==> config.mk <==
export PLATFORM = sky130hd
export DESIGN_NAME = level_alarm_monitor
export DESIGN_NICKNAME = d
export VERILOG_FILES = /design/src/shared/level_alarm_pkg.sv /design/src/logic/dwell_timer.sv /design/src/logic/level_alarm_monitor.sv
export VERILOG_INCLUDE_DIRS = /design/src /design/src/shared
export SDC_FILE = /design/constraint.sdc
export NUM_CORES = 1
export LEC_CHECK = 0
export BUFFER_PORTS_ARGS = -buffer_cell sky130_fd_sc_hd__buf_2
export CORE_ASPECT_RATIO = 0.8
export CORE_MARGIN = 1.5
export CORE_UTILIZATION = 30
export CTS_CLUSTER_SIZE = 14
export DETAILED_ROUTE_END_ITERATION = 8
export PLACE_DENSITY = 0.54
export SYNTH_ARGS = -nofsm -noshare
export SYNTH_HDL_FRONTEND = slang
export SYNTH_SLANG_ARGS = --single-unit
==> constraint.sdc <==
create_clock -name CLK -period 2.8 [get_ports CLK]
set_input_delay 0.56 -clock CLK [delete_from_list [all_inputs] [get_ports CLK]]
set_output_delay 0.56 -clock CLK [all_outputs]
set_load 0.1 [all_outputs]
==> src/shared/level_alarm_regs.svh <==
`ifndef LEVEL_ALARM_REGS_SVH
`define LEVEL_ALARM_REGS_SVH
// Register indices as printed; the byte address on the bus is four times the index.
`define IDX_DETECT_PIN_CONTROL 12'h245
`define IDX_UPPER_THRESHOLD_LOW 12'h247
`define IDX_UPPER_THRESHOLD_HIGH 12'h248
`define IDX_LOWER_THRESHOLD_LOW 12'h249
`define IDX_LOWER_THRESHOLD_HIGH 12'h24A
`define IDX_DWELL_COUNT_LOW 12'h24B
`define IDX_DWELL_COUNT_HIGH 12'h24C
// Status register holding the live pin level and the dwell count.
`define IDX_DETECT_STATUS 12'h24D
// Control field positions.
`define CTRL_ENABLE_BIT 0
`define CTRL_FORCE_VALUE_BIT 2
`define CTRL_FORCE_BIT 3
// Writable bit masks; the other bits are reserved and read as zero.
`define CTRL_WRITE_MASK 8'h0D
`define THRESHOLD_HIGH_MASK 8'h1F
// Reset value shared by every field.
`define FIELD_RESET 8'h00
// Widths.
`define MAG_WIDTH 13
`define DWELL_WIDTH 16
// AXI responses.
`define RESP_OKAY 2'h0
`define RESP_SLVERR 2'h2
`endif

==> src/shared/level_alarm_pkg.sv <==
`default_nettype none
package level_alarm_pkg;
	// Magnitude and threshold type.
	typedef logic [12:0] magnitude_t;
	// Dwell counter type.
	typedef logic [15:0] dwell_t;
	// Read channel states of the bus slave.
	typedef enum logic [0:0] {RD_IDLE, RD_ANSWER} read_state_e;
	// Write channel states of the bus slave.
	typedef enum logic [0:0] {WR_IDLE, WR_ANSWER} write_state_e;
endpackage : level_alarm_pkg
`default_nettype wire

==> src/logic/dwell_timer.sv <==
`include "level_alarm_regs.svh"
`default_nettype none
// Dwell timer and pin latch for one channel.
module dwell_timer
	import level_alarm_pkg::*;
(
	input wire logic clk,
	input wire logic rst,
	input wire logic ce,
	input wire logic active,
	input wire logic above_upper,
	input wire logic below_lower,
	input wire dwell_t load_value,
	output logic alarm,
	output dwell_t count
);
	// Next values for the latch and counter.
	logic next_alarm;
	dwell_t next_count;

	// Sets on an upper crossing and clears once the dwell has run out or detection is disabled.
	always_comb
	begin
		next_alarm = alarm;
		next_count = count;
		if (!active)
		begin
			// Disabled detection holds the latch clear.
			next_alarm = 1'b0;
			next_count = load_value;
		end
		else if (above_upper)
		begin
			// Crossing the upper threshold asserts at once.
			next_alarm = 1'b1;
			next_count = load_value;
		end
		else if (!below_lower)
		begin
			// At or above the lower threshold the dwell restarts.
			next_count = load_value;
		end
		else if (alarm)
		begin
			// Below the lower threshold the counter runs down.
			if (count == 16'h0000)
			begin
				next_alarm = 1'b0;
			end
			else
			begin
				next_count = count - 16'h0001;
			end
		end
	end

	// Registers the timer state.
	always_ff @(posedge clk)
	begin
		if (rst)
		begin
			alarm <= 1'b0;
			count <= 16'h0000;
		end
		else if (ce)
		begin
			alarm <= next_alarm;
			count <= next_count;
		end
	end
endmodule : dwell_timer
`default_nettype wire

==> src/logic/level_alarm_monitor.sv <==
`include "level_alarm_regs.svh"
`default_nettype none
// Fast level alarm for one channel with an AXI4-Lite register slave.
module level_alarm_monitor
	import level_alarm_pkg::*;
(
	input wire logic CLK,
	input wire logic RST,
	input wire logic CE,
	input wire logic [12:0] MAGNITUDE,
	output logic LEVEL_ALARM_PIN,
	input wire logic [13:0] S_AXI_AWADDR,
	input wire logic S_AXI_AWVALID,
	output logic S_AXI_AWREADY,
	input wire logic [31:0] S_AXI_WDATA,
	input wire logic [3:0] S_AXI_WSTRB,
	input wire logic S_AXI_WVALID,
	output logic S_AXI_WREADY,
	output logic [1:0] S_AXI_BRESP,
	output logic S_AXI_BVALID,
	input wire logic S_AXI_BREADY,
	input wire logic [13:0] S_AXI_ARADDR,
	input wire logic S_AXI_ARVALID,
	output logic S_AXI_ARREADY,
	output logic [31:0] S_AXI_RDATA,
	output logic [1:0] S_AXI_RRESP,
	output logic S_AXI_RVALID,
	input wire logic S_AXI_RREADY
);
	// Software registers.
	logic [7:0] detect_pin_control;
	logic [7:0] upper_threshold_low;
	logic [7:0] upper_threshold_high;
	logic [7:0] lower_threshold_low;
	logic [7:0] lower_threshold_high;
	logic [7:0] dwell_count_low;
	logic [7:0] dwell_count_high;
	logic [7:0] next_detect_pin_control;
	logic [7:0] next_upper_threshold_low;
	logic [7:0] next_upper_threshold_high;
	logic [7:0] next_lower_threshold_low;
	logic [7:0] next_lower_threshold_high;
	logic [7:0] next_dwell_count_low;
	logic [7:0] next_dwell_count_high;
	// Write channel state and captured address and data.
	write_state_e write_state;
	write_state_e next_write_state;
	logic aw_held;
	logic next_aw_held;
	logic w_held;
	logic next_w_held;
	logic [11:0] aw_index;
	logic [11:0] next_aw_index;
	logic [7:0] w_byte;
	logic [7:0] next_w_byte;
	logic w_lane;
	logic next_w_lane;
	logic [1:0] bresp;
	logic [1:0] next_bresp;
	// Read channel state.
	read_state_e read_state;
	read_state_e next_read_state;
	logic [31:0] rdata;
	logic [31:0] next_rdata;
	logic [1:0] rresp;
	logic [1:0] next_rresp;
	// Detection path.
	magnitude_t upper_threshold;
	magnitude_t lower_threshold;
	dwell_t dwell_load;
	logic above_upper;
	logic below_lower;
	logic alarm;
	dwell_t dwell_count;
	logic next_pin;
	logic pin;

	// Thresholds and dwell load assembled from their byte registers.
	assign upper_threshold = {upper_threshold_high[4:0], upper_threshold_low};
	assign lower_threshold = {lower_threshold_high[4:0], lower_threshold_low};
	assign dwell_load = {dwell_count_high, dwell_count_low};
	assign above_upper = MAGNITUDE > upper_threshold;
	assign below_lower = MAGNITUDE < lower_threshold;

	// Timer that holds the alarm through the dwell time.
	dwell_timer timer
	(
		.clk(CLK),
		.rst(RST),
		.ce(CE),
		.active(detect_pin_control[`CTRL_ENABLE_BIT]),
		.above_upper(above_upper),
		.below_lower(below_lower),
		.load_value(dwell_load),
		.alarm(alarm),
		.count(dwell_count)
	);

	// Selects the pin level: forced value, detection result, or low when disabled.
	always_comb
	begin
		if (detect_pin_control[`CTRL_FORCE_BIT])
		begin
			// Override drives the software level.
			next_pin = detect_pin_control[`CTRL_FORCE_VALUE_BIT];
		end
		else if (detect_pin_control[`CTRL_ENABLE_BIT])
		begin
			// Normal operation follows the timer.
			next_pin = alarm;
		end
		else
		begin
			// Disabled output stays low.
			next_pin = 1'b0;
		end
	end

	// Registers the pin level.
	always_ff @(posedge CLK)
	begin
		if (RST)
		begin
			pin <= 1'b0;
		end
		else if (CE)
		begin
			pin <= next_pin;
		end
	end

	// Write channel: takes address and data in either order, then answers.
	always_comb
	begin
		next_write_state = write_state;
		next_aw_held = aw_held;
		next_w_held = w_held;
		next_aw_index = aw_index;
		next_w_byte = w_byte;
		next_w_lane = w_lane;
		next_bresp = bresp;
		next_detect_pin_control = detect_pin_control;
		next_upper_threshold_low = upper_threshold_low;
		next_upper_threshold_high = upper_threshold_high;
		next_lower_threshold_low = lower_threshold_low;
		next_lower_threshold_high = lower_threshold_high;
		next_dwell_count_low = dwell_count_low;
		next_dwell_count_high = dwell_count_high;
		unique case (write_state)
			WR_IDLE:
			begin
				// Capture whichever halves arrive.
				if (S_AXI_AWVALID && !aw_held)
				begin
					next_aw_held = 1'b1;
					next_aw_index = S_AXI_AWADDR[13:2];
				end
				if (S_AXI_WVALID && !w_held)
				begin
					next_w_held = 1'b1;
					next_w_byte = S_AXI_WDATA[7:0];
					next_w_lane = S_AXI_WSTRB[0];
				end
				// Both halves held: perform the write.
				if (aw_held && w_held)
				begin
					next_aw_held = 1'b0;
					next_w_held = 1'b0;
					next_write_state = WR_ANSWER;
					next_bresp = `RESP_OKAY;
					if (w_lane)
					begin
						unique case (aw_index)
							`IDX_DETECT_PIN_CONTROL:
								next_detect_pin_control = w_byte & `CTRL_WRITE_MASK;
							`IDX_UPPER_THRESHOLD_LOW:
								next_upper_threshold_low = w_byte;
							`IDX_UPPER_THRESHOLD_HIGH:
								next_upper_threshold_high = w_byte & `THRESHOLD_HIGH_MASK;
							`IDX_LOWER_THRESHOLD_LOW:
								next_lower_threshold_low = w_byte;
							`IDX_LOWER_THRESHOLD_HIGH:
								next_lower_threshold_high = w_byte & `THRESHOLD_HIGH_MASK;
							`IDX_DWELL_COUNT_LOW:
								next_dwell_count_low = w_byte;
							`IDX_DWELL_COUNT_HIGH:
								next_dwell_count_high = w_byte;
							`IDX_DETECT_STATUS:
								next_bresp = `RESP_OKAY;
							default:
								next_bresp = `RESP_SLVERR;
						endcase
					end
				end
			end
			WR_ANSWER:
			begin
				// Hold the response until the master takes it.
				if (S_AXI_BREADY)
				begin
					next_write_state = WR_IDLE;
				end
			end
		endcase
	end

	// Registers the write channel and the software registers.
	always_ff @(posedge CLK)
	begin
		if (RST)
		begin
			write_state <= WR_IDLE;
			aw_held <= 1'b0;
			w_held <= 1'b0;
			aw_index <= 12'h000;
			w_byte <= 8'h00;
			w_lane <= 1'b0;
			bresp <= `RESP_OKAY;
			detect_pin_control <= `FIELD_RESET;
			upper_threshold_low <= `FIELD_RESET;
			upper_threshold_high <= `FIELD_RESET;
			lower_threshold_low <= `FIELD_RESET;
			lower_threshold_high <= `FIELD_RESET;
			dwell_count_low <= `FIELD_RESET;
			dwell_count_high <= `FIELD_RESET;
		end
		else if (CE)
		begin
			write_state <= next_write_state;
			aw_held <= next_aw_held;
			w_held <= next_w_held;
			aw_index <= next_aw_index;
			w_byte <= next_w_byte;
			w_lane <= next_w_lane;
			bresp <= next_bresp;
			detect_pin_control <= next_detect_pin_control;
			upper_threshold_low <= next_upper_threshold_low;
			upper_threshold_high <= next_upper_threshold_high;
			lower_threshold_low <= next_lower_threshold_low;
			lower_threshold_high <= next_lower_threshold_high;
			dwell_count_low <= next_dwell_count_low;
			dwell_count_high <= next_dwell_count_high;
		end
	end

	// Read channel: one address, then one answer held until taken.
	always_comb
	begin
		next_read_state = read_state;
		next_rdata = rdata;
		next_rresp = rresp;
		unique case (read_state)
			RD_IDLE:
			begin
				if (S_AXI_ARVALID)
				begin
					next_read_state = RD_ANSWER;
					next_rresp = `RESP_OKAY;
					next_rdata = 32'h00000000;
					unique case (S_AXI_ARADDR[13:2])
						`IDX_DETECT_PIN_CONTROL:
							next_rdata[7:0] = detect_pin_control;
						`IDX_UPPER_THRESHOLD_LOW:
							next_rdata[7:0] = upper_threshold_low;
						`IDX_UPPER_THRESHOLD_HIGH:
							next_rdata[7:0] = upper_threshold_high;
						`IDX_LOWER_THRESHOLD_LOW:
							next_rdata[7:0] = lower_threshold_low;
						`IDX_LOWER_THRESHOLD_HIGH:
							next_rdata[7:0] = lower_threshold_high;
						`IDX_DWELL_COUNT_LOW:
							next_rdata[7:0] = dwell_count_low;
						`IDX_DWELL_COUNT_HIGH:
							next_rdata[7:0] = dwell_count_high;
						`IDX_DETECT_STATUS:
							next_rdata[16:0] = {pin, dwell_count};
						default:
							next_rresp = `RESP_SLVERR;
					endcase
				end
			end
			RD_ANSWER:
			begin
				// Hold data until the master takes it.
				if (S_AXI_RREADY)
				begin
					next_read_state = RD_IDLE;
				end
			end
		endcase
	end

	// Registers the read channel.
	always_ff @(posedge CLK)
	begin
		if (RST)
		begin
			read_state <= RD_IDLE;
			rdata <= 32'h00000000;
			rresp <= `RESP_OKAY;
		end
		else if (CE)
		begin
			read_state <= next_read_state;
			rdata <= next_rdata;
			rresp <= next_rresp;
		end
	end

	// Bus handshake outputs derived from flip-flop state, with the readies also gated by CE.
	assign S_AXI_AWREADY = (write_state == WR_IDLE) && !aw_held && CE;
	assign S_AXI_WREADY = (write_state == WR_IDLE) && !w_held && CE;
	assign S_AXI_BVALID = write_state == WR_ANSWER;
	assign S_AXI_BRESP = bresp;
	assign S_AXI_ARREADY = (read_state == RD_IDLE) && CE;
	assign S_AXI_RVALID = read_state == RD_ANSWER;
	assign S_AXI_RDATA = rdata;
	assign S_AXI_RRESP = rresp;
	assign LEVEL_ALARM_PIN = pin;
endmodule : level_alarm_monitor
`default_nettype wire

; After elaboration in Yosys (flattened, before gate mapping)
; Index checks and enable logic that the tools add are counted.
[word_totals]
ff_bits = 109
output_inout_bits = 42
inputBits = 85
elab_cells = 101
[classes]
mux = 27
n_reduce_logical = 30
order_cmp = 2
bitwise_logic = 2
addsub = 1
eq_ne = 19
[op_table]
columns = op, count
row1 = "equality test 12 x 10 -> 1 bit, second input constant", 16
row2 = two-way mux 16 bit, 5
row3 = case mux 8 bit (8 select lines), 1
row4 = AND reduction 5 bit, 7
row5 = AND reduction 3 bit, 7
row6 = logical NOT 16 bit, 1
row7 = OR reduction 8 bit, 2
row8 = "subtractor 16 x 1 -> 16 bit, second input constant", 1
row9 = two-way mux 1 bit, 15
row10 = > comparator 13 bit, 1
row11 = less-than comparator 13 bit, 1
row12 = two-way mux 9 bit, 1
row13 = logical AND 1 bit, 8
row14 = "!= test 4 bit, second input constant", 2
row15 = two-way mux 2 bit, 3
row16 = case mux 1 bit (2 select lines), 2
row17 = nonzero test 2 bit, 2
row18 = "!= test 3 x 1 -> 1 bit, second input constant", 1
row19 = logical NOT 1 bit, 2
row20 = NOT 1 bit, 2
row21 = AND reduction 2 bit, 1

; Logic depth before layout (Yosys ltp)
[logic_depth]
word_depth = 6
mapped_depth = 12
ltp_nobuf = 9

; Hierarchy
; Synthesis repeated with hierarchy kept, for this count alone.
[unflattened]
cells_unflattened = 676
hier_area_um2 = 5760.5
[by_module_without_submodules]
columns = module, seq_area_each_um2, cells_each, area_each_um2, n_inst
row1 = level_alarm_monitor, 1801.7, 525, 4583.1, 1
row2 = dwell_timer, 340.3, 151, 1177.4, 1

; Least setup slack after synthesis
; Ideal clock, no wire load.
[synth_timing]
path_kind = register to register
startpoint = register write_state (netlist: S_AXI_BVALID)
endpoint = register aw_index[2]
slack_ps = -293
stages_incl_launch_ff = 7
period_less_slack_ps = 3093
n_path_buf = 1
arrival_time_ps = 3023
required_ps = 2730
setup_time_ps = 70
cell_sequence = dfxtp_1 nand2b_1 nor2_1 and2_1 clkbuf_1 nand2_1 a21oi_1
[synth_via]
elab_chain_cells = 2
[synth_rtl]
columns = item, line_no
row1 = from (decl), level_alarm_monitor.sv:46  ; write_state_e write_state;
row2 = from (signal assigned), level_alarm_monitor.sv:229  ; write_state <= next_write_state;
row3 = NOT 1 bit (no line), --
row4 = AND reduction 3 bit (no line), --
row5 = to (signal assigned), level_alarm_monitor.sv:232  ; aw_index <= next_aw_index;
row6 = to (decl), level_alarm_monitor.sv:52  ; logic [11:0] aw_index;
; Every way passes these cells.
; A chain may end at the register's enable or synchronous reset.

; Worst setup path in the final report
[layout_timing]
startpoint = register upper_threshold_low[6]
endpoint = register timer.count[8]
[layout_via]
elab_chain_cells = 3
word_cells_on_any_way = 6
classes_between = 1 x order compare / 2 x eq/ne / 2 x mux / 1 x reduce/logical
[layout_rtl]
columns = item, line_no
row1 = from (decl), level_alarm_monitor.sv:32  ; logic [7:0] upper_threshold_low;
row2 = from (signal assigned), level_alarm_monitor.sv:220  ; upper_threshold_low <= `FIELD_RESET;
row3 = from (signal assigned), level_alarm_monitor.sv:237  ; upper_threshold_low <= next_upper_threshold_low;
row4 = > comparator 13 bit (*), level_alarm_monitor.sv:82  ; assign above_upper = MAGNITUDE > upper_threshold;
row5 = != test 4 bit (no line) or two-way mux 16 bit (tied branches), --
row6 = AND reduction 3 bit (no line) or two-way mux 16 bit (tied branches), --
row7 = to (signal assigned), dwell_timer.sv:68  ; count <= next_count;
row8 = to (decl), dwell_timer.sv:15  ; output dwell_t count
; Mark *: on every way between the ends. The rest lies on a longest branch, timed or not.

==> results_dict.tcl <==
set metrics [dict create \
    drt-initial-drc-count 242 \
    final_cell_area_um2 6890 \
    ys_seq_elements 107 \
    endpoint_kind "flop" \
    gr-total-overflow 0 \
    n_fill_cell 1935 \
    die_y_um 126 \
    hpwl_um 11900 \
    timing.hold.ws_ns 0.446 \
    p_switching_mw 0.909 \
    drcViolationCount 0 \
    fin_crit_sh_pct 95.0 \
    drtPass1Iterations 5 \
    p_leak_nw 2.71 \
    seq_area_um2 2140 \
    ys.flop_type "dfxtp_1" \
    ios 127 \
    yosysSeqAreaShare_pct 37.8 \
    clockBufferDepth 2 \
    ys_async_sr_fraction_pct 0 \
    swShare_pct 27.6 \
    grt_max_degree 73 \
    yosysUniqueCellTypes 56 \
    ant_nets 0 \
    fin_skew_ns 0.00684 \
    path_max_fanout 16 \
    p_seq_share_pct 47.9 \
    start_kind "flop" \
    whs_path_depth 3 \
    multiInputGateArea_um2 3180 \
    min_path_type "input pin to flop" \
    grt_pass1_wl_um 24800 \
    area_growth_pct 21.5 \
    clockRootBuffer "clkbuf_16" \
    cts_buffers 9 \
    drive_above_1_share_pct 21.7 \
    antenna_found_initial 0 \
    htreeDepth 3 \
    final_cell_mix "dfxtp_1 (105), nand2_1 (91), nor2_1 (78)" \
    cts_sinks 107 \
    die_x_um 157 \
    place_area_um2 6550 \
    setup_viol 0 \
    routabilityCongestion 0.818 \
    fp-row-count 44 \
    synth-edff-count 0 \
    min_period_ns 2.66 \
    design_power_total_mw 3.30 \
    vias 4976 \
    layout_commonest_cell "dfxtp_1" \
    tightest_slew_ns 0.553 \
    yosys_warnings 0 \
    arrival_ns 2.90 \
    wire_per_inst_um 15.0 \
    avgViaCountPerCell 4.80 \
    maxCapViolations 0 \
    maxSlewViolCount 0 \
    achievable-frequency_mhz 376 \
    clockPowerShare_pct 39.1 \
    netlist_instances 675 \
    postCtsHoldBufs 0 \
    clkTransAtPathRegs_ns 0.07 \
    outcome "finished clean" \
    max-slew-margin-rel_pct 62.6 \
    numPortBuffers 78 \
    insertion_delay_ns 0.35 \
    irDropWorstVdd_uv 301 \
    start_util_pct 30.9 \
    dieArea_um2 19700 \
    nets 890 \
    synth_area_per_cell_um2 8.40 \
    rsz0062_at_grt "no" \
    wirelength_um 15500 \
    diodes 0 \
    cts_tree "done" \
    critPathKind "flop to flop" \
    synthesis.area_um2 5670 \
    coreArea_um2 18300 \
    grtUsageTotal_pct 16.1 \
    worstPathRequired_ns 3.04 \
    power_density_nw_per_um2 479 \
    r2r.worst_path.cells 10 \
    grt_pass1_vias 4640 \
    internal-power_mw 2.39 \
    combPwrFrac_pct 13.0 \
    hold_violations 0 \
]
## power by group through the flow
stage	registers (mW)	logic, mW	clock network [mW]
after floorplan	1.62	0.315	0
after global placement	1.61	0.425	0
after detailed placement	1.61	0.428	0
after CTS	1.58	0.430	1.32
after global routing	1.58	0.470	1.38
final	1.58	0.430	1.29
## critical path, stage by stage (launching register included)
cell and delay, ns:
dfxtp_2 0.37, inv_1 0.05, ha_1 0.28, a21o_1 0.16, a221o_1 0.31, a221o_1 0.36
o22ai_4 0.21, and2_4 0.20, buf_12 0.15, mux2i_1 0.09, a2111oi_2 0.35
## per-stage QoR
step / setup TNS (ns) / utilization (%) / setup slack [ns] / cells
after floorplan: 0 / - / 0.00836 / 691
after global placement: -2.10 / 35.7 / -0.214 / 1019
after detailed placement: -2.18 / 35.7 / -0.293 / 1019
after CTS: 0 / 37.4 / 0.0293 / 1035
final: 0 / 37.6 / 0.141 / 1036
after global routing: 0 / 37.6 / 0.0140 / 1036
## cells by family after synthesis
group           after synthesis  share of synthesized area [%]
simple gates                275                           23.5
compound gates              120                           14.8
flops                       107                           37.8
buf+inv                      87                           7.62
mux                          58                           10.3
fa+ha+maj                    27                           5.96
other cells                   1                         0.0662
## registers in the layout, summed over array words and instances, names as in the netlist, 8 cells and up
name,flops
w_byte,8
timer.count,16
dwell_count_low,8
S_AXI_RDATA,17
upper_threshold_low,8
lower_threshold_low,8
dwell_count_high,8
aw_index,12
## routing by layer
layer,wire length (um),GRT usage (%),vias to the layer above,part of all wire [%]
li1,-,-,2548,-
met1,7910,23.3,2303,51
met2,6610,24.2,113,42
met3,876,3.54,12,5.6
met4,155,3.70,0,1.0
met5,0,0,-,0
## repair_timing
item                                    4_1_cts  5_1_grt
pin swaps                                     0        3
resized for setup                             2        6
endpoints found under the setup margin        2       14
cloned                                        0        0
buffers inserted                              0        1
## path summary, 6_finish.rpt
path / from / end / slack [ns]
min reg2reg: S_AXI_RDATA[13] / S_AXI_RDATA[13] / 0.45
max: upper_threshold_low[6] / timer.count[8] / 0.14
max reg2reg: upper_threshold_low[6] / timer.count[8] / 0.14
min: S_AXI_WDATA[5] / w_byte[5] / 0.45
## Yosys cell counts (all sizes together) (2+ instances only)
cell type / number / share of area [%]
a221oi: 3 / 0.46
buf: 23 / 3.4
nor3: 16 / 1.5
clkbuf: 30 / 2.0
nand2: 91 / 6.0
nand4: 6 / 0.66
mux2i: 57 / 10
nor2b: 11 / 1.2
nor2: 81 / 5.5
and3: 5 / 0.55
or2: 3 / 0.33
and4: 2 / 0.31
o21ai: 8 / 0.71
o21a: 2 / 0.26
ha: 27 / 6.0
nand3: 28 / 2.5
o32ai: 6 / 0.93
a22oi: 16 / 2.1
a211oi: 2 / 0.26
a31oi: 4 / 0.44
a21boi: 4 / 0.53
nand2b: 8 / 0.88
nor4: 10 / 2.0
o2bb2ai: 4 / 0.62
and2: 4 / 0.44
dfxtp: 107 / 38
or4b: 2 / 0.35
nor4b: 4 / 0.73
a21o: 2 / 0.26
a22o: 6 / 0.93
a221o: 2 / 0.35
o211ai: 2 / 0.26
a222oi: 4 / 0.71
inv: 34 / 2.3
a21oi: 47 / 4.2
a2111oi: 5 / 1.1
## final cells by class
type	count	area share, %
Timing Repair Buffer	129	11.8
Inverter	34	1.85
Tap cell	253	4.60
Clock buffer	10	3.47
Sequential cell	107	31.1
Multi-Input combinational cell	497	46.2
Clock inverter	6	0.908
Power figures use the tool's default switching activity.
